### config.mk
export PLATFORM = sky130hd
export DESIGN_NAME = tpc_timer16
export DESIGN_NICKNAME = d
export VERILOG_FILES = /design/src/tpc_pkg.sv /design/src/tpc_edge_if.sv /design/src/tpc_edge_filter.sv /design/src/tpc_prescaler.sv /design/src/tpc_timer16.sv
export SDC_FILE = /design/constraint.sdc
export NUM_CORES = 1
export LEC_CHECK = 0
export BUFFER_PORTS_ARGS = -buffer_cell sky130_fd_sc_hd__buf_2
export CORE_MARGIN = 4
export CORE_UTILIZATION = 60
export DETAILED_ROUTE_END_ITERATION = 8
export PLACE_DENSITY = 0.81
export SYNTH_ARGS = -nofsm -noshare
export SYNTH_HDL_FRONTEND = slang
export SYNTH_HIERARCHICAL = 1
export SYNTH_SLANG_ARGS = --single-unit
### constraint.sdc
create_clock -name clk_sys -period 5 [get_ports clk_sys]
set_input_delay 0.75 -clock clk_sys [delete_from_list [all_inputs] [get_ports clk_sys]]
set_output_delay 0.75 -clock clk_sys [all_outputs]
set_load 0.03 [all_outputs]
### src/tpc_pkg.sv
// constants and types shared by the timer16 capture/compare/pwm block
// What this block does
// - pwm active width from compare A upper 14
// - output control bit 1 picks active level
// - pwm 14-bit: 2^8 base, 2^14 subcycle
// - clock select bits 4..6 pick count clock
// - output control bit 0 enables output
// - pulse mode: period compare A, active from B to A
// - free-run: trigger A edge captures B, irq A
// - edge select A bits 2..3: rise/fall/both
// - trigger A sampled, two equal samples needed
// - dual mode: trigger B captures A, irq B
// - opposite trigger A edge captures into A
// - both-edges select blocks captures into A
// - restart mode: capture B then clear counter
// - zero mode field stops the counter
package tpc_pkg;
  // register byte offsets
  localparam logic [3:0] TPC_OFS_MODE   = 4'h0;
  localparam logic [3:0] TPC_OFS_CCTRL  = 4'h1;
  localparam logic [3:0] TPC_OFS_OUTCTL = 4'h2;
  localparam logic [3:0] TPC_OFS_EDGE   = 4'h3;
  localparam logic [3:0] TPC_OFS_SAMPLE = 4'h4;
  localparam logic [3:0] TPC_OFS_CLKSEL = 4'h5;
  localparam logic [3:0] TPC_OFS_CMPA   = 4'h6;
  localparam logic [3:0] TPC_OFS_CMPB   = 4'h7;
  localparam logic [3:0] TPC_OFS_COUNT  = 4'h8;
  localparam logic [3:0] TPC_OFS_STATUS = 4'h9;
  localparam logic [3:0] TPC_OFS_MASK   = 4'hA;
  // field positions
  localparam int TPC_MODE_LSB  = 1;
  localparam int TPC_OE_BIT    = 0;
  localparam int TPC_LVL_BIT   = 1;
  localparam int TPC_ESA_LSB   = 2;
  localparam int TPC_ESB_LSB   = 4;
  localparam int TPC_CLK_LSB   = 4;
  // timer mode field codes
  localparam logic [2:0] TPC_MD_STOP    = 3'h0;
  localparam logic [2:0] TPC_MD_PWM     = 3'h1;
  localparam logic [2:0] TPC_MD_PULSE   = 3'h2;
  localparam logic [2:0] TPC_MD_FREE    = 3'h3;
  localparam logic [2:0] TPC_MD_DUAL    = 3'h4;
  localparam logic [2:0] TPC_MD_TWOCAP  = 3'h5;
  localparam logic [2:0] TPC_MD_RESTART = 3'h6;
  // edge select codes
  localparam logic [1:0] TPC_ES_FALL = 2'h0;
  localparam logic [1:0] TPC_ES_RISE = 2'h1;
  localparam logic [1:0] TPC_ES_BOTH = 2'h3;
  // count clock code for the external trigger-a edge
  localparam logic [2:0] TPC_CK_EXT = 3'h0;
  // reset values
  localparam logic [7:0]  TPC_RST_BYTE = 8'h00;
  localparam logic [15:0] TPC_RST_WORD = 16'h0000;
  // pwm shape
  localparam int TPC_PWM_BITS = 14;
  localparam int TPC_BASE_BITS = 8;
  // status bits
  localparam int TPC_ST_IRQA = 0;
  localparam int TPC_ST_IRQB = 1;
endpackage : tpc_pkg

### src/tpc_edge_if.sv
// interface carrying a filtered trigger edge between submodules
`timescale 1ns/1ps
interface tpc_edge_if;
  logic rise;  // filtered rising edge pulse
  logic fall;  // filtered falling edge pulse
  logic level; // filtered level
  modport src (output rise, output fall, output level);
  modport dst (input rise, input fall, input level);
endinterface : tpc_edge_if

### src/tpc_edge_filter.sv
// sampled two-hit noise filter and edge detector for a trigger pin
`timescale 1ns/1ps
module tpc_edge_filter (
  input  wire logic    clk_sys,
  input  wire logic    rstSync_n,
  input  wire logic    pinIn,
  input  wire logic    sampleTick,
  input  wire logic    useFilter,
  tpc_edge_if.src      edge_o
);
  import tpc_pkg::*;
  logic syncA;   // first synchroniser stage
  logic syncB;   // second synchroniser stage
  logic lastSmp; // previous sample
  logic lvl;     // accepted level

  // two-flop synchroniser
  always_ff @(posedge clk_sys or negedge rstSync_n) begin
    if (!rstSync_n) begin
      syncA <= 1'b0;
      syncB <= 1'b0;
    end else begin
      syncA <= pinIn;
      syncB <= syncA;
    end
  end

  always_ff @(posedge clk_sys or negedge rstSync_n) begin
    if (!rstSync_n) begin
      lastSmp <= 1'b0;
      lvl     <= 1'b0;
    end else if (!useFilter) begin
      lvl <= syncB;
    end else if (sampleTick) begin
      lastSmp <= syncB;
      if (lastSmp == syncB) begin
        lvl <= syncB;
      end
    end
  end

  // edge pulses from accepted level changes
  logic lvlQ; // delayed accepted level
  always_ff @(posedge clk_sys or negedge rstSync_n) begin
    if (!rstSync_n) begin
      lvlQ <= 1'b0;
    end else begin
      lvlQ <= lvl;
    end
  end
  assign edge_o.rise  = lvl & ~lvlQ;
  assign edge_o.fall  = ~lvl & lvlQ;
  assign edge_o.level = lvl;
endmodule : tpc_edge_filter

### src/tpc_prescaler.sv
// free prescaler producing count and sampling ticks
`timescale 1ns/1ps
module tpc_prescaler #(
  parameter int DIV_BITS = 8
) (
  input  wire logic       clk_sys,
  input  wire logic       rstSync_n,
  input  wire logic [2:0] clkSel,
  input  wire logic [1:0] smpSel,
  output logic            cntTick,
  output logic            smpTick
);
  import tpc_pkg::*;
  logic [DIV_BITS-1:0] div;      // free running divider
  logic [DIV_BITS-1:0] divNext;  // divider plus one
  logic [DIV_BITS-1:0] risers;   // bits that rise this cycle

  assign divNext = div + 1'b1;
  assign risers  = divNext & ~div;

  // divider runs every clock
  always_ff @(posedge clk_sys or negedge rstSync_n) begin
    if (!rstSync_n) begin
      div <= '0;
    end else begin
      div <= divNext;
    end
  end

  // count clock pick: code n gives clk_sys/2^(n-1)
  always_comb begin
    cntTick = 1'b0;
    if (clkSel != TPC_CK_EXT) begin
      cntTick = (clkSel == 3'h1) ? 1'b1 : risers[clkSel-3'h2];
    end
  end

  // sampling interval: 2^(smpSel+1) clocks
  assign smpTick = risers[{1'b0, smpSel}];
endmodule : tpc_prescaler

### src/tpc_timer16.sv
// top: 16-bit timer with pwm, pulse generation and capture, avalon slave
//
// The Avalon-MM register port and the placing of the registers were left to the implementer.
`timescale 1ns/1ps
module tpc_timer16 (
  input  wire logic        clk_sys,
  input  wire logic        nrst,
  input  wire logic [3:0]  avs_address,
  input  wire logic        avs_read,
  input  wire logic        avs_write,
  input  wire logic [31:0] avs_writedata,
  output logic [31:0]      avs_readdata,
  output logic             avs_waitrequest,
  input  wire logic        trigger_input_a,
  input  wire logic        trigger_input_b,
  output logic             timer_out_pin,
  output logic             timer_out_oe,
  output logic             ext_event_irq_a,
  output logic             ext_event_irq_b,
  output logic             irq
);
  import tpc_pkg::*;

  logic       rstMeta;   // reset synchroniser stage one
  logic       rstSync_n; // released reset
  // release reset through two flops
  always_ff @(posedge clk_sys or negedge nrst) begin
    if (!nrst) begin
      rstMeta   <= 1'b0;
      rstSync_n <= 1'b0;
    end else begin
      rstMeta   <= 1'b1;
      rstSync_n <= rstMeta;
    end
  end

  // software registers
  logic [7:0]  timer_mode_control;
  logic [7:0]  capture_compare_control;
  logic [7:0]  timer_output_control;
  logic [7:0]  edge_select_register;
  logic [7:0]  sampling_clock_select;
  logic [7:0]  clock_select_register;
  logic [15:0] compare_capture_a;
  logic [15:0] compare_capture_b;
  logic [15:0] timer_count;
  logic [1:0]  irqStatus;  // sticky event bits
  logic [1:0]  irqMask;    // interrupt enables
  logic        ackPhase;   // answer cycle of the slave

  logic [2:0]  mode;       // timer mode field
  logic [1:0]  esA;        // edge select a
  logic [1:0]  esB;        // edge select b
  assign mode = timer_mode_control[TPC_MODE_LSB +: 3];
  assign esA  = edge_select_register[TPC_ESA_LSB +: 2];
  assign esB  = edge_select_register[TPC_ESB_LSB +: 2];

  // bus strobes, one wait cycle per access
  logic wrHit;  // write accepted this cycle
  logic rdHit;  // read accepted this cycle
  assign avs_waitrequest = (avs_read | avs_write) & ~ackPhase;
  assign wrHit = avs_write & ackPhase;
  assign rdHit = avs_read & ackPhase;

  // answer phase toggles under a request
  always_ff @(posedge clk_sys or negedge rstSync_n) begin
    if (!rstSync_n) begin
      ackPhase <= 1'b0;
    end else begin
      ackPhase <= (avs_read | avs_write) & ~ackPhase;
    end
  end

  // tick sources
  logic cntTickInt; // internal count tick
  logic smpTick;    // sampling tick
  tpc_prescaler #(.DIV_BITS(8)) u_pre (
    .clk_sys   (clk_sys),
    .rstSync_n (rstSync_n),
    .clkSel    (clock_select_register[TPC_CLK_LSB +: 3]),
    .smpSel    (sampling_clock_select[1:0]),
    .cntTick   (cntTickInt),
    .smpTick   (smpTick)
  );

  // trigger filters
  tpc_edge_if edgeA ();
  tpc_edge_if edgeB ();
  tpc_edge_filter u_fltA (
    .clk_sys    (clk_sys),
    .rstSync_n  (rstSync_n),
    .pinIn      (trigger_input_a),
    .sampleTick (smpTick),
    .useFilter  (1'b1),
    .edge_o     (edgeA)
  );
  tpc_edge_filter u_fltB (
    .clk_sys    (clk_sys),
    .rstSync_n  (rstSync_n),
    .pinIn      (trigger_input_b),
    .sampleTick (smpTick),
    .useFilter  (1'b0),
    .edge_o     (edgeB)
  );

  logic validA;   // selected trigger a edge
  logic oppA;     // opposite trigger a edge
  logic validB;   // selected trigger b edge
  always_comb begin
    case (esA)
      TPC_ES_FALL: validA = edgeA.fall;
      TPC_ES_RISE: validA = edgeA.rise;
      TPC_ES_BOTH: validA = edgeA.rise | edgeA.fall;
      default:     validA = 1'b0;
    endcase
    case (esA)
      TPC_ES_FALL: oppA = edgeA.rise;
      TPC_ES_RISE: oppA = edgeA.fall;
      default:     oppA = 1'b0;
    endcase
    case (esB)
      TPC_ES_FALL: validB = edgeB.fall;
      TPC_ES_RISE: validB = edgeB.rise;
      TPC_ES_BOTH: validB = edgeB.rise | edgeB.fall;
      default:     validB = 1'b0;
    endcase
  end

  // count tick: internal or trigger a edge
  logic cntTick;
  assign cntTick = (clock_select_register[TPC_CLK_LSB +: 3] == TPC_CK_EXT) ? validA : cntTickInt;

  logic isFree;     // counter in a measurement mode
  logic capBEv;     // capture into compare b
  logic capAEv;     // capture into compare a
  assign isFree = (mode == TPC_MD_FREE) | (mode == TPC_MD_DUAL) |
                  (mode == TPC_MD_TWOCAP) | (mode == TPC_MD_RESTART);
  // trigger a capture into compare b
  assign capBEv = isFree & validA;
  assign capAEv = ((mode == TPC_MD_DUAL) & validB) |
                  ((mode == TPC_MD_TWOCAP) & oppA);

  // counter
  always_ff @(posedge clk_sys or negedge rstSync_n) begin
    if (!rstSync_n) begin
      timer_count <= TPC_RST_WORD;
    end else if (mode == TPC_MD_STOP) begin
      timer_count <= TPC_RST_WORD;
    end else if ((mode == TPC_MD_RESTART) & validA) begin
      timer_count <= TPC_RST_WORD;
    end else if (cntTick) begin
      // pulse mode clears after period match
      if ((mode == TPC_MD_PULSE) && (timer_count == compare_capture_a)) begin
        timer_count <= TPC_RST_WORD;
      end else begin
        timer_count <= timer_count + 16'h0001;
      end
    end
  end

  // control register writes
  always_ff @(posedge clk_sys or negedge rstSync_n) begin
    if (!rstSync_n) begin
      timer_mode_control      <= TPC_RST_BYTE;
      capture_compare_control <= TPC_RST_BYTE;
      timer_output_control    <= TPC_RST_BYTE;
      edge_select_register    <= TPC_RST_BYTE;
      sampling_clock_select   <= TPC_RST_BYTE;
      clock_select_register   <= TPC_RST_BYTE;
      irqMask                 <= 2'h0;
    end else if (wrHit) begin
      case (avs_address)
        TPC_OFS_MODE:   timer_mode_control      <= avs_writedata[7:0];
        TPC_OFS_CCTRL:  capture_compare_control <= avs_writedata[7:0];
        TPC_OFS_OUTCTL: timer_output_control    <= avs_writedata[7:0];
        TPC_OFS_EDGE:   edge_select_register    <= avs_writedata[7:0];
        TPC_OFS_SAMPLE: sampling_clock_select   <= avs_writedata[7:0];
        TPC_OFS_CLKSEL: clock_select_register   <= avs_writedata[7:0];
        TPC_OFS_MASK:   irqMask                 <= avs_writedata[1:0];
        default:        ;
      endcase
    end
  end

  // compare registers: capture beats a software write
  always_ff @(posedge clk_sys or negedge rstSync_n) begin
    if (!rstSync_n) begin
      compare_capture_a <= TPC_RST_WORD;
      compare_capture_b <= TPC_RST_WORD;
    end else begin
      if (capAEv) begin
        compare_capture_a <= timer_count;
      end else if (wrHit && (avs_address == TPC_OFS_CMPA)) begin
        compare_capture_a <= avs_writedata[15:0];
      end
      if (capBEv) begin
        compare_capture_b <= timer_count;
      end else if (wrHit && (avs_address == TPC_OFS_CMPB)) begin
        compare_capture_b <= avs_writedata[15:0];
      end
    end
  end

  // sticky status; set wins over read clear
  logic [1:0] evts;
  assign evts = {isFree & validB & (mode == TPC_MD_DUAL), capBEv};
  always_ff @(posedge clk_sys or negedge rstSync_n) begin
    if (!rstSync_n) begin
      irqStatus <= 2'h0;
    end else if (rdHit && (avs_address == TPC_OFS_STATUS)) begin
      irqStatus <= evts;
    end else begin
      irqStatus <= irqStatus | evts;
    end
  end
  assign irq = |(irqStatus & irqMask);

  // interrupt request pulses
  always_ff @(posedge clk_sys or negedge rstSync_n) begin
    if (!rstSync_n) begin
      ext_event_irq_a <= 1'b0;
      ext_event_irq_b <= 1'b0;
    end else begin
      ext_event_irq_a <= evts[TPC_ST_IRQA];
      ext_event_irq_b <= evts[TPC_ST_IRQB];
    end
  end

  // read data register
  always_ff @(posedge clk_sys or negedge rstSync_n) begin
    if (!rstSync_n) begin
      avs_readdata <= 32'h0000_0000;
    end else if (avs_read & ~ackPhase) begin
      case (avs_address)
        TPC_OFS_MODE:   avs_readdata <= {24'h00_0000, timer_mode_control};
        TPC_OFS_CCTRL:  avs_readdata <= {24'h00_0000, capture_compare_control};
        TPC_OFS_OUTCTL: avs_readdata <= {24'h00_0000, timer_output_control};
        TPC_OFS_EDGE:   avs_readdata <= {24'h00_0000, edge_select_register};
        TPC_OFS_SAMPLE: avs_readdata <= {24'h00_0000, sampling_clock_select};
        TPC_OFS_CLKSEL: avs_readdata <= {24'h00_0000, clock_select_register};
        TPC_OFS_CMPA:   avs_readdata <= {16'h0000, compare_capture_a};
        TPC_OFS_CMPB:   avs_readdata <= {16'h0000, compare_capture_b};
        TPC_OFS_COUNT:  avs_readdata <= {16'h0000, timer_count};
        TPC_OFS_STATUS: avs_readdata <= {30'h0000_0000, irqStatus};
        TPC_OFS_MASK:   avs_readdata <= {30'h0000_0000, irqMask};
        default:        avs_readdata <= 32'h0000_0000;
      endcase
    end
  end

  // pwm: base part from low count bits, extra pulse spread by sub-cycle
  logic [13:0] pwmDuty;  // active width code
  logic [7:0]  baseCnt;  // position within base cycle
  logic [5:0]  subIdx;   // base cycle index within sub-cycle
  logic [5:0]  subRev;   // bit reversed index
  logic        pwmAct;   // pwm active phase
  // width from upper 14 bits of compare a
  assign pwmDuty = compare_capture_a[15:2];
  assign baseCnt = timer_count[7:0];
  assign subIdx  = timer_count[13:8];
  for (genvar i = 0; i < 6; i++) begin : g_rev
    assign subRev[i] = subIdx[5-i];
  end
  assign pwmAct = ({1'b0, baseCnt} < {1'b0, pwmDuty[13:6]}) |
                  ((baseCnt == pwmDuty[13:6]) & (subRev < pwmDuty[5:0]));

  // pulse generator: active from compare b to compare a
  logic pulseAct; // pulse train active phase
  always_ff @(posedge clk_sys or negedge rstSync_n) begin
    if (!rstSync_n) begin
      pulseAct <= 1'b0;
    end else if (mode != TPC_MD_PULSE) begin
      pulseAct <= 1'b0;
    end else if (cntTick && (timer_count == compare_capture_a)) begin
      pulseAct <= 1'b0;
    end else if (cntTick && (timer_count == compare_capture_b)) begin
      pulseAct <= 1'b1;
    end
  end

  // output pin with level select and enable
  logic lvlSel;
  assign lvlSel = timer_output_control[TPC_LVL_BIT];
  always_ff @(posedge clk_sys or negedge rstSync_n) begin
    if (!rstSync_n) begin
      timer_out_pin <= 1'b0;
      timer_out_oe  <= 1'b0;
    end else begin
      timer_out_oe <= timer_output_control[TPC_OE_BIT];
      if (mode == TPC_MD_PWM) begin
        timer_out_pin <= pwmAct ^ ~lvlSel;
      end else if (mode == TPC_MD_PULSE) begin
        timer_out_pin <= pulseAct ^ ~lvlSel;
      end else begin
        timer_out_pin <= ~lvlSel;
      end
    end
  end

  restart_clear_a: assert property (@(posedge clk_sys) disable iff (!rstSync_n)
    ((mode == TPC_MD_RESTART) && validA) |=> (timer_count == 16'h0000))
    else $error("restart did not clear counter");
  capture_b_a: assert property (@(posedge clk_sys) disable iff (!rstSync_n)
    capBEv |=> (compare_capture_b == $past(timer_count)))
    else $error("compare b capture wrong");
  stop_hold_a: assert property (@(posedge clk_sys) disable iff (!rstSync_n)
    (mode == TPC_MD_STOP) |=> (timer_count == 16'h0000))
    else $error("stopped counter moved");
  // both edges never capture into a in twocap
  both_nocap_a: assert property (@(posedge clk_sys) disable iff (!rstSync_n)
    ((mode == TPC_MD_TWOCAP) && (esA == TPC_ES_BOTH)) |-> !capAEv)
    else $error("capture into a with both edges");
  oe_follow_a: assert property (@(posedge clk_sys) disable iff (!rstSync_n)
    $changed(timer_output_control[TPC_OE_BIT]) |=> (timer_out_oe == $past(timer_output_control[TPC_OE_BIT])))
    else $error("output enable wrong");
  // dual capture into a and irq b
  dual_cap_a: assert property (@(posedge clk_sys) disable iff (!rstSync_n)
    ((mode == TPC_MD_DUAL) && validB) |=> (compare_capture_a == $past(timer_count)) && ext_event_irq_b)
    else $error("dual capture wrong");
  idle_level_a: assert property (@(posedge clk_sys) disable iff (!rstSync_n)
    (mode == TPC_MD_FREE) |=> (timer_out_pin == !$past(lvlSel)))
    else $error("idle level wrong");
  wrap_count_a: assert property (@(posedge clk_sys) disable iff (!rstSync_n)
    ((mode == TPC_MD_FREE) && cntTick && $stable(mode)) |=> (timer_count == $past(timer_count) + 16'h0001))
    else $error("free count step wrong");
  // pulse ends at the period match
  pulse_end_a: assert property (@(posedge clk_sys) disable iff (!rstSync_n)
    ((mode == TPC_MD_PULSE) && cntTick && (timer_count == compare_capture_a)) |=> !pulseAct)
    else $error("pulse did not end at period");
endmodule : tpc_timer16

==> results of run 1 <==
==> power by group through the flow <==
stage	Combinational (mW)	Clock, mW	Sequential [mW]
final	1.03	1.27	1.69
after global routing	1.14	1.33	1.73
after CTS	1.03	1.27	1.69
after detailed placement	1.02	0	1.70
after global placement	0.975	0	1.68
after floorplan	0.775	0	1.65
==> through the flow <==
| step | setup WS [ps] | cell area, µm² |
|---|---|---|
| floorplan | 811 | 7860 |
| global placement | 2130 | 8030 |
| detailed placement | 2070 | 8030 |
| CTS | 2030 | 8620 |
| global route | 1820 | 8620 |
| finish | 2020 | 8620 |
==> logic make-up (layout without fill, tap and decap cells) <==
| group | count (synthesis) | count (layout) | share of synthesized area (%) |
|---|---|---|---|
| AO/OA/AOI/OAI | 150 | 150 | 11.8 |
| XOR/XNOR | 42 | 42 | 4.73 |
| adder cells (fa/ha/maj) | 20 | 20 | 3.22 |
| buffers and inverters | 94 | 116 | 5.84 |
| flip-flops | 140 | 140 | 45.1 |
| multiplexers | 110 | 110 | 15.4 |
| other | 2 | 25 | 0.0966 |
| AND/OR/NAND/NOR | 210 | 210 | 13.8 |
==> cell usage in the layout, fill, tap and decap left out, types with 5 or more instances in the layout <==
master	Yosys	routed
mux2i_1	49	49
buf_2	15	47
nor3_1	6	6
conb_1	2	25
nand4_1	16	16
nand3_1	11	11
nor2b_1	11	11
o21ai_1	17	16
and2_1	5	5
a21o_1	5	5
a21oi_1	46	46
dfrtp_1	140	139
ha_1	20	20
a22oi_1	7	7
a31oi_1	6	6
nor2_1	53	52
xnor2_1	41	41
nor3b_1	6	5
buf_4	18	6
or3_1	6	6
clkbuf_16	0	17
nand2b_1	5	5
inv_1	30	30
nand2_1	63	63
a22o_1	8	8
and3_1	6	6
mux2_2	55	55
o21ai_0	33	33
==> cell type report <==
| cell class | count | share of cell area [%] |
|---|---|---|
| clock buffers | 20 | 5.30 |
| inverters | 31 | 1.35 |
| flip-flops and latches | 140 | 40.7 |
| well taps | 172 | 2.50 |
| clock inverters | 12 | 1.58 |
| multi-input cells | 557 | 45.4 |
| repair buffers | 53 | 3.25 |
==> path summary, 6_finish.rpt <==
kind	startpoint	to	slack (ps)	cells after the start
setup / recovery	u_pre/div[0]	timer_count[7]	2020	12
min in group clk_sys	rstMeta	rstSync_n	350	0
hold / removal	nrst	rstMeta	80	1
hold reg to reg	rstSync_n	clock_select_register[1]	100	0
max in group asynchronous	rstSync_n	timer_count[13]	3770	1
setup reg to reg	u_pre/div[0]	timer_count[7]	2020	12
==> layer usage <==
| layer | part of all wire (%) | up-vias | global-route usage, % | wire length (µm) |
|---|---|---|---|---|
| met4 | 4.3 | 0 | 14.9 | 837 |
| met2 | 48 | 298 | 44.0 | 9290 |
| li1 | - | 2723 | - | - |
| met3 | 7.8 | 73 | 6.64 | 1520 |
| met5 | 0 | - | 0 | 0 |
| met1 | 40 | 2962 | 34.5 | 7730 |
==> registers in the layout, indices dropped and copies added (netlist names), 2 cells and up <==
name                     cells
compare_capture_b           16
edge_select_register         8
irqMask                      2
capture_compare_control      8
sampling_clock_select        8
timer_output_control         8
compare_capture_a           16
clock_select_register        8
timer_mode_control           8
u_pre/div                    6
avs_readdata                16
timer_count                 16
irqStatus                    2
==> impl_metrics.tcl, run 1 <==
set metrics [dict create \
    cts_buffer_depth 2 \
    crit_path_start_kind "flop" \
    post-dp-hpwl_um 13500 \
    synth_top_area_cell "dfrtp_1" \
    fin_crit_ps 2980 \
    cts_made_buffers 17 \
    cts_sinks 140 \
    setup_violations 0 \
    start_util_pct 61.3 \
    h-tree-depth 4 \
    io_buffer_count 47 \
    worstPathRequired_ps 5320 \
    outcome "complete, no violations" \
    final_cells 985 \
    antenna_found_initial 0 \
    synthesis.yosys.warnings 6 \
    cts_tree "done" \
    whs_ps 82.3 \
    final_net_count 862 \
    synth_cell_types 64 \
    end_kind "flop" \
    synthTopCellsByArea "dfrtp_1 (45%), mux2_2 (8.0%), mux2i_1 (6.3%)" \
    intPower_mw 2.63 \
    synth.cells.most_frequent "dfrtp_1 (140), nand2_1 (63), mux2_2 (55)" \
    cp_num_buf_inv 0 \
    post-cts-setup-buffer-count 0 \
    firstDrtPassIters 5 \
    ir_worst_vdd_mv 0.349 \
    synth_most_common_cell "dfrtp_1" \
    multi_input_area_um2 3910 \
    ctsHoldBuffers 0 \
    path_max_fanout 20 \
    clk_latency_ps 440 \
    cts_root_buffer "clkbuf_16" \
    path_clk_slew_ps 60 \
    synth-edff-count 0 \
    syn_area_um2 7770 \
    critical_path.cell_chain "ha_1 > and3_1 > ha_1 > mux2i_1 > nor3b_1 > a211o_2 > o31ai_1 > nand2_1 > o21ba_1 > nor3_1 > xnor2_1 > nor2_1" \
    max_slew_margin_pct 36.3 \
    hold_path.class "in2async" \
    n_antenna_cell 0 \
    postSynth.topFlopCell "dfrtp_1" \
    num_io_pins 80 \
    syn_inst 768 \
    ys_seq_area_share_pct 45.1 \
    vias_per_cell 6.15 \
    routed_wl_um 19400 \
    die_h_um 122 \
    grt_max_degree 80 \
    leakagePower_nw 3.87 \
    cp_common_cell "ha_1" \
    drcViolationCount 0 \
    ctsResizeCount 0 \
    fp.dieArea_um2 14800 \
    switching_power_mw 1.37 \
    area_growth_pct 11.0 \
    postLayoutCoreUtil_pct 68.1 \
    critical_path.top_delay_family "compound AO/OA/AOI/OAI gates" \
    finClkSkew_ps 8.82 \
    powerDensity_nw_per_um2 463 \
    grt_pass1_vias 5976 \
    wire_per_inst_um 19.7 \
    grt_use_total_pct 27.5 \
    vias 6056 \
    rsz0062_at_grt "false" \
    ant_nets 0 \
    timing.final.crit_share_pct 59.6 \
    gp_congestion 0.906 \
    p_sw_share_pct 34.2 \
    overflow 0 \
    seqCellArea_um2 3510 \
    tightest_slew_ps 956 \
    first_iter_violations 647 \
    drv_slew 0 \
    path_class "reg2reg" \
    coreArea_um2 12700 \
    synth-seq-cells 140 \
    post-place-cells 953 \
    async_reset_ff_share_pct 100 \
    fillCellCount 962 \
    rows 41 \
    cp_slowest_cell "o21ba_1" \
    drive_gt1_share_pct 19.7 \
    hold_viol_final 0 \
    arrival_ps 3300 \
    power_frac_seq_pct 42.4 \
    grt_pass1_wl_um 31100 \
    syn_avg_cell_area_um2 10.1 \
    power.total_mw 3.99 \
    combinationalPowerShare_pct 25.9 \
    synth_top_area_share_pct 45.1 \
    drv_cap 0 \
    die_w_um 122 \
    fin_setup_tns_ps 0 \
    pwr-share-clk_pct 31.7 \
    crit_path_max_incr_delay_ps 710 \
    fmax_mhz 336 \
]
(Power assumes the default switching activity.)
==> run 2, diff against run 1 <==
--- a/config.mk
+++ b/config.mk
@@ -5,6 +5,7 @@
 export SDC_FILE = /design/constraint.sdc
 export NUM_CORES = 1
 export LEC_CHECK = 0
+export ABC_AREA = 1
 export BUFFER_PORTS_ARGS = -buffer_cell sky130_fd_sc_hd__buf_2
 export CORE_MARGIN = 4
 export CORE_UTILIZATION = 60
==> constraint.sdc (replaced) <==
create_clock -name clk_sys -period 2.8 [get_ports clk_sys]
set_input_delay 0.42 -clock clk_sys [delete_from_list [all_inputs] [get_ports clk_sys]]
set_output_delay 0.42 -clock clk_sys [all_outputs]
set_load 0.03 [all_outputs]
==> run 2 against run 1 <==
Synthesized cell count grew 29%. Routed wire length grew 2.1%. First-iteration DRC count grew 10%. Via count grew 14%. Flip-flop and latch count is the same. Synthesized area grew 0.80%. Global-route usage grew 0.54 points.
==> impl_metrics.tcl, run 2 <==
set metrics [dict create \
    outcome "complete, no violations" \
    syn_avg_cell_area_um2 7.88 \
    grt_use_total_pct 28.0 \
    final_cells 1225 \
    synth_top_area_cell "dfrtp_1" \
    synthXorXnorAreaFrac_pct 2.24 \
    drcViolationCount 0 \
    fmax_mhz 413 \
    vias 6894 \
    cts_made_buffers 17 \
    die_h_um 122 \
    die_w_um 122 \
    finClkSkew_ps 10.2 \
    ys_seq_area_share_pct 44.7 \
    grt_max_degree 63 \
    min_path_cells 1 \
    syn_area_um2 7840 \
    grt_pass1_vias 6473 \
    wire_per_inst_um 16.2 \
    post-dp-hpwl_um 14000 \
    crit_path_max_incr_delay_ps 430 \
    hold_path_end "u_fltA/syncA" \
    synth_top_area_share_pct 44.7 \
    ctsResizeCount 0 \
    timing.final.crit_share_pct 86.4 \
    setup_violations 0 \
    crit_path_start_kind "flop" \
    cts_buffer_depth 2 \
    synth.cells.most_frequent "nand2_1 (288), dfrtp_1 (140), inv_1 (116)" \
    cp_slowest_cell "dfrtp_1" \
    cts_root_buffer "clkbuf_16" \
    fillCellCount 1076 \
    clk_latency_ps 440 \
    rows 41 \
    synthesis.yosys.warnings 6 \
    path_class "reg2reg" \
    synth-edff-count 0 \
    synth_cell_types 39 \
    end_kind "flop" \
    h-tree-depth 4 \
    fp.dieArea_um2 15000 \
    synth_most_common_cell "nand2_1" \
    synth_compound_area_share_pct 13.4 \
    max_slew_margin_pct 56.3 \
    vias_per_cell 5.63 \
    gp_congestion 0.886 \
    synth_top_family_by_area "simple AND/OR/NAND/NOR gates" \
    leakagePower_nw 4.40 \
    ctsHoldBuffers 1 \
    first_iter_violations 712 \
    final_common_cell "nand2_1" \
    cp_common_cell "nand2_1" \
    postSynth.topFlopCell "dfrtp_1" \
    area_growth_pct 10.6 \
    ir_worst_vdd_mv 0.565 \
    postLayoutCoreUtil_pct 68.1 \
    path_clk_slew_ps 60 \
    synth-simple-area-share_pct 25.6 \
    fin_setup_tns_ps 0 \
    layout_common_cells "nand2_1 (288), dfrtp_1 (139), inv_1 (116)" \
    powerDensity_nw_per_um2 823 \
    r2r_cells 16 \
    synthAdderAreaFrac_pct 3.19 \
    start_util_pct 61.6 \
    rr_startpoint "u_pre/div[0]" \
    rsz0062_at_grt "false" \
    synth-seq-cells 140 \
    fin_crit_ps 2420 \
    async_reset_ff_share_pct 100 \
    ant_nets 0 \
    num_io_pins 80 \
    worstPathRequired_ps 3160 \
    synthMuxAreaShare_pct 0 \
    overflow 0 \
    dp_slack_ps 413 \
    hold_viol_final 0 \
    syn_inst 994 \
    antenna_found_initial 0 \
    synthTopCellsByArea "dfrtp_1 (45%), nand2_1 (14%), inv_1 (5.6%)" \
    drv_cap 0 \
    post-cts-setup-buffer-count 0 \
    multi_input_area_um2 3560 \
    postLayoutCellArea_um2 8670 \
    cts_tree "done" \
    seqCellArea_um2 3510 \
    placed_area_um2 8070 \
    cts_sinks 140 \
    hold_start "trigger_input_a" \
    coreArea_um2 12700 \
    critical_path.cell_chain "ha_1 > nand3_1 > inv_1 > ha_1 > inv_1 > nand2_1 > nand3_1 > nand2_1 > nand2_1 > nand2_1 > or2_2 > nand2_1 > nand2_4 > nand2_4 > nand2_1 > nor2_1" \
    drv_slew 0 \
    routed_wl_um 19800 \
    hold_path.class "in2reg" \
    n_antenna_cell 0 \
    rrSetupSlack_ps 380 \
    arrival_ps 2780 \
    final_net_count 1102 \
    io_buffer_count 47 \
    path_max_fanout 24 \
    grt_pass1_wl_um 32200 \
    drive_gt1_share_pct 12.8 \
    setup_slack_ps 380 \
    tightest_slew_ps 656 \
    reg2reg_to "timer_count[6]" \
    firstDrtPassIters 6 \
    post-place-cells 1192 \
]
==> run 2: changes by cell type after synthesis, sizes merged, moves of 11 or more <==
cell    change
nand3      +59
nor2b      -11
o211ai     +14
mux2       -60
o21ai      +32
inv       +102
o221ai     +16
o22ai      +17
nand2     +241
mux2i      -49
xnor2      -27
clkbuf     -23
==> run 2: worst max-delay path, delay by kind of cell (launching register included) <==
family / cells / cell delay [ps]
adder cells (fa/ha/maj): 2 / 410
flip-flops: 1 / 430
buffers and inverters: 2 / 100
AND/OR/NAND/NOR: 12 / 1400
==> run 2: report_power, final <==
part / leakage, nW / total [mW] / internal (mW) / switching (mW)
combinational: 2.30 / 1.96 / 0.715 / 1.24
clock: 0.288 / 2.27 / 1.33 / 0.938
sequential: 1.82 / 2.91 / 2.49 / 0.419
==> run 2: layout make-up <==
class,instances,area share [%]
multi-input combinational,695,41.1
clock inverter,14,1.83
tap,172,2.48
timing repair buffer,53,3.41
inverter,133,5.79
clock buffer,18,4.95
sequential,140,40.5
==> run 2: how the worst max path moves through the flow <==
stage          slack [ps]  depth (start not counted)        endpoint          from
2_1_floorplan         470                          0        ackPhase     rstSync_n
3_3_place_gp          500                         16  timer_count[4]  u_pre/div[0]
3_5_place_dp          410                         16  timer_count[6]  u_pre/div[0]
4_1_cts               400                         16  timer_count[5]  u_pre/div[0]
5_1_grt               170                         16  timer_count[8]  u_pre/div[0]
6_report              380                         16  timer_count[6]  u_pre/div[0]
==> run 2: cell families after synthesis <==
| logic type | after synthesis |
|---|---|
| fa+ha+maj | 20 |
| compound gates | 179 |
| buf+inv | 180 |
| flops | 140 |
| xor+xnor | 20 |
| simple gates | 453 |
| other cells | 2 |
==> run 2: per-stage QoR <==
stage	total power [mW]	hold slack, ps
2_1_floorplan	4.40	124
3_3_place_gp	4.78	207
3_5_place_dp	4.85	207
4_1_cts	7.13	83.7
5_1_grt	7.57	80.9
6_report	7.13	88.1
==> run 2: metal layers <==
metal  share of wire [%]  track usage, %
met5                   0               0
met2                  48            45.0
met4                 4.0            13.5
met1                  40            35.5
met3                 7.6            7.10
==> run 3, diff against run 2 <==
--- a/config.mk
+++ b/config.mk
@@ -13,5 +13,4 @@
 export PLACE_DENSITY = 0.81
 export SYNTH_ARGS = -nofsm -noshare
 export SYNTH_HDL_FRONTEND = slang
-export SYNTH_HIERARCHICAL = 1
 export SYNTH_SLANG_ARGS = --single-unit
==> run 3 against run 2 <==
Utilization grew 0.078 points. Synthesized cell count fell by 2.8%. Critical path type unchanged. Design area decreased by 0.69%. Fmax rose by 10%. First-iteration DRC count down 7.9%. Combinational power is 5% higher. Final cell count fell by 2.5%. Largest cell class unchanged. Flip-flop and latch count is 1 lower. Highest routed layer unchanged. Setup slack gained 220 ps. Critical path depth decreased by 2. Worst hold slack improved by 6.9 ps.
==> impl_metrics.tcl, run 3 <==
set metrics [dict create \
    fillCellCount 1052 \
    post-dp-hpwl_um 13900 \
    gp_congestion 0.882 \
    setup_violations 0 \
    synth_top_area_share_pct 45.0 \
    cts_buffer_depth 2 \
    synth_cell_types 39 \
    path_clk_slew_ps 60 \
    post-place-cells 1161 \
    die_w_um 122 \
    num_io_pins 80 \
    clk_latency_ps 430 \
    timing.final.crit_share_pct 78.5 \
    drive_gt1_share_pct 13.4 \
    start_util_pct 61.3 \
    fin_crit_ps 2200 \
    final_common_cell "nand2_1" \
    synthMuxAreaShare_pct 0 \
    final_net_count 1075 \
    path_class "reg2reg" \
    fp.dieArea_um2 14800 \
    ctsResizeCount 0 \
    rsz0062_at_grt "false" \
    hold_path.class "in2reg" \
    power.total_mw 7.19 \
    layout_common_cells "nand2_1 (253), dfrtp_1 (138), inv_1 (106)" \
    area_growth_pct 11.4 \
    cts_tree "done" \
    syn_inst 966 \
    rows 41 \
    cts_sinks 139 \
    synthAdderAreaFrac_pct 3.88 \
    hold_start "trigger_input_a" \
    die_h_um 122 \
    synthesis.yosys.warnings 0 \
    seqCellArea_um2 3480 \
    postLayoutCellArea_um2 8610 \
    cts_made_buffers 17 \
    hold_viol_final 0 \
    postSynth.topFlopCell "dfrtp_1" \
    overflow 0 \
    ys_seq_area_share_pct 45.0 \
    placed_area_um2 8010 \
    grt_max_degree 48 \
    vias 6836 \
    end_kind "flop" \
    cts_root_buffer "clkbuf_16" \
    synthTopCellsByArea "dfrtp_1 (45%), nand2_1 (12%), nand3_1 (5.4%)" \
    first_iter_violations 656 \
    final_cells 1194 \
    io_buffer_count 47 \
    max_slew_margin_pct 53.7 \
    drv_cap 0 \
    ir_worst_vdd_mv 0.613 \
    synth-simple-area-share_pct 25.4 \
    leakagePower_nw 4.22 \
    syn_avg_cell_area_um2 8.00 \
    tightest_slew_ps 692 \
    drcViolationCount 0 \
    fmax_mhz 455 \
    crit_path_start_kind "flop" \
    cp-startpoint "u_pre.div[0]" \
    n_antenna_cell 0 \
    synth.cells.most_frequent "nand2_1 (253), dfrtp_1 (139), inv_1 (106)" \
    syn_area_um2 7730 \
    synthXorXnorAreaFrac_pct 2.27 \
    whs_ps 95.0 \
    outcome "complete, no violations" \
    synth-seq-cells 139 \
    synth-edff-count 0 \
    ant_nets 0 \
    routed_wl_um 20100 \
    finClkSkew_ps 10.3 \
    synth_top_area_cell "dfrtp_1" \
    multi_input_area_um2 3550 \
    worstPathRequired_ps 3110 \
    firstDrtPassIters 5 \
    synth_compound_area_share_pct 13.5 \
    grt_use_total_pct 28.2 \
    path_max_fanout 31 \
    grt_pass1_vias 6736 \
    powerDensity_nw_per_um2 835 \
    synth_top_family_by_area "simple AND/OR/NAND/NOR gates" \
    grt_pass1_wl_um 32600 \
    fin_setup_tns_ps 0 \
    drv_slew 0 \
    rr_startpoint "u_pre.div[0]" \
    coreArea_um2 12600 \
    antenna_found_initial 0 \
    synth_most_common_cell "nand2_1" \
    arrival_ps 2510 \
    vias_per_cell 5.73 \
    h-tree-depth 4 \
    wire_per_inst_um 16.9 \
    async_reset_ff_share_pct 100 \
]
[run 3: routing by layer]
layer | vias up | GRT usage, % | part of all wire, % | routed length (µm)
li1 | 3227 | - | - | -
met3 | 70 | 6.90 | 7.1 | 1430
met5 | - | 0 | 0 | 0
met2 | 307 | 46.6 | 49 | 9850
met4 | 0 | 13.7 | 4.3 | 859
met1 | 3232 | 34.8 | 40 | 7990
[run 3: per-stage QoR]
stage	setup slack (ps)	util (%)
2_1_floorplan	490	-
3_3_place_gp	726	63.5
3_5_place_dp	626	63.5
4_1_cts	599	68.2
5_1_grt	383	68.2
6_report	602	68.2
[run 3: kinds of logic (layout without fill, tap and decap cells)]
family                     Yosys count  count (layout)
AOI/OAI and AO/OA                  177             177
xor gates and xnor gates            20              20
and+or+nand+nor                    436             436
other                                2              17
adders and majority gates           24              24
buffers and inverters              168             209
DFF                                139             139
[run 3: final cells by class]
cell class                 instances  area share, %
clock buffer                      21           5.47
tap                              172           2.50
sequential                       139           40.5
timing repair buffer              56           3.69
inverter                         121           5.28
clock inverter                    11           1.37
multi-input combinational        674           41.3
[run 3: final timing paths]
check / endpoint / slack [ps] / depth (start not counted)
max in group asynchronous: timer_count[9] / 1730 / 1
max reg2reg: timer_count[14] / 600 / 14
min: u_fltA.syncA / 100 / 1
max: timer_count[14] / 600 / 14
min reg2reg: timer_out_oe / 340 / 0
min in group asynchronous: rstMeta / 300 / 2
[run 3: where the power goes]
| group | switching, mW | internal [mW] | leakage (nW) |
|---|---|---|---|
| clock | 0.873 | 1.38 | 0.289 |
| combinational | 1.32 | 0.737 | 2.12 |
| sequential | 0.423 | 2.46 | 1.81 |
| total | 2.61 | 4.57 | 4.22 |
[run 3: what timing repair did]
item / in CTS / in global routing
buffers inserted: 0 / 0
hold buffers: 1 / 0
endpoints found under the hold margin: 2 / 0
[run 3: critical path, cell delays in order, from the launching register on]
cell and delay (ps):
dfrtp_1 390, inv_1 90, nor3_1 270, inv_1 80
nor2_1 100, ha_1 150, nand2_1 50, nand3_1 80
nand2_1 50, nand2_1 50, nand2_1 90, nand3_4 290
nand2_2 190, inv_2 150, nor2_1 60
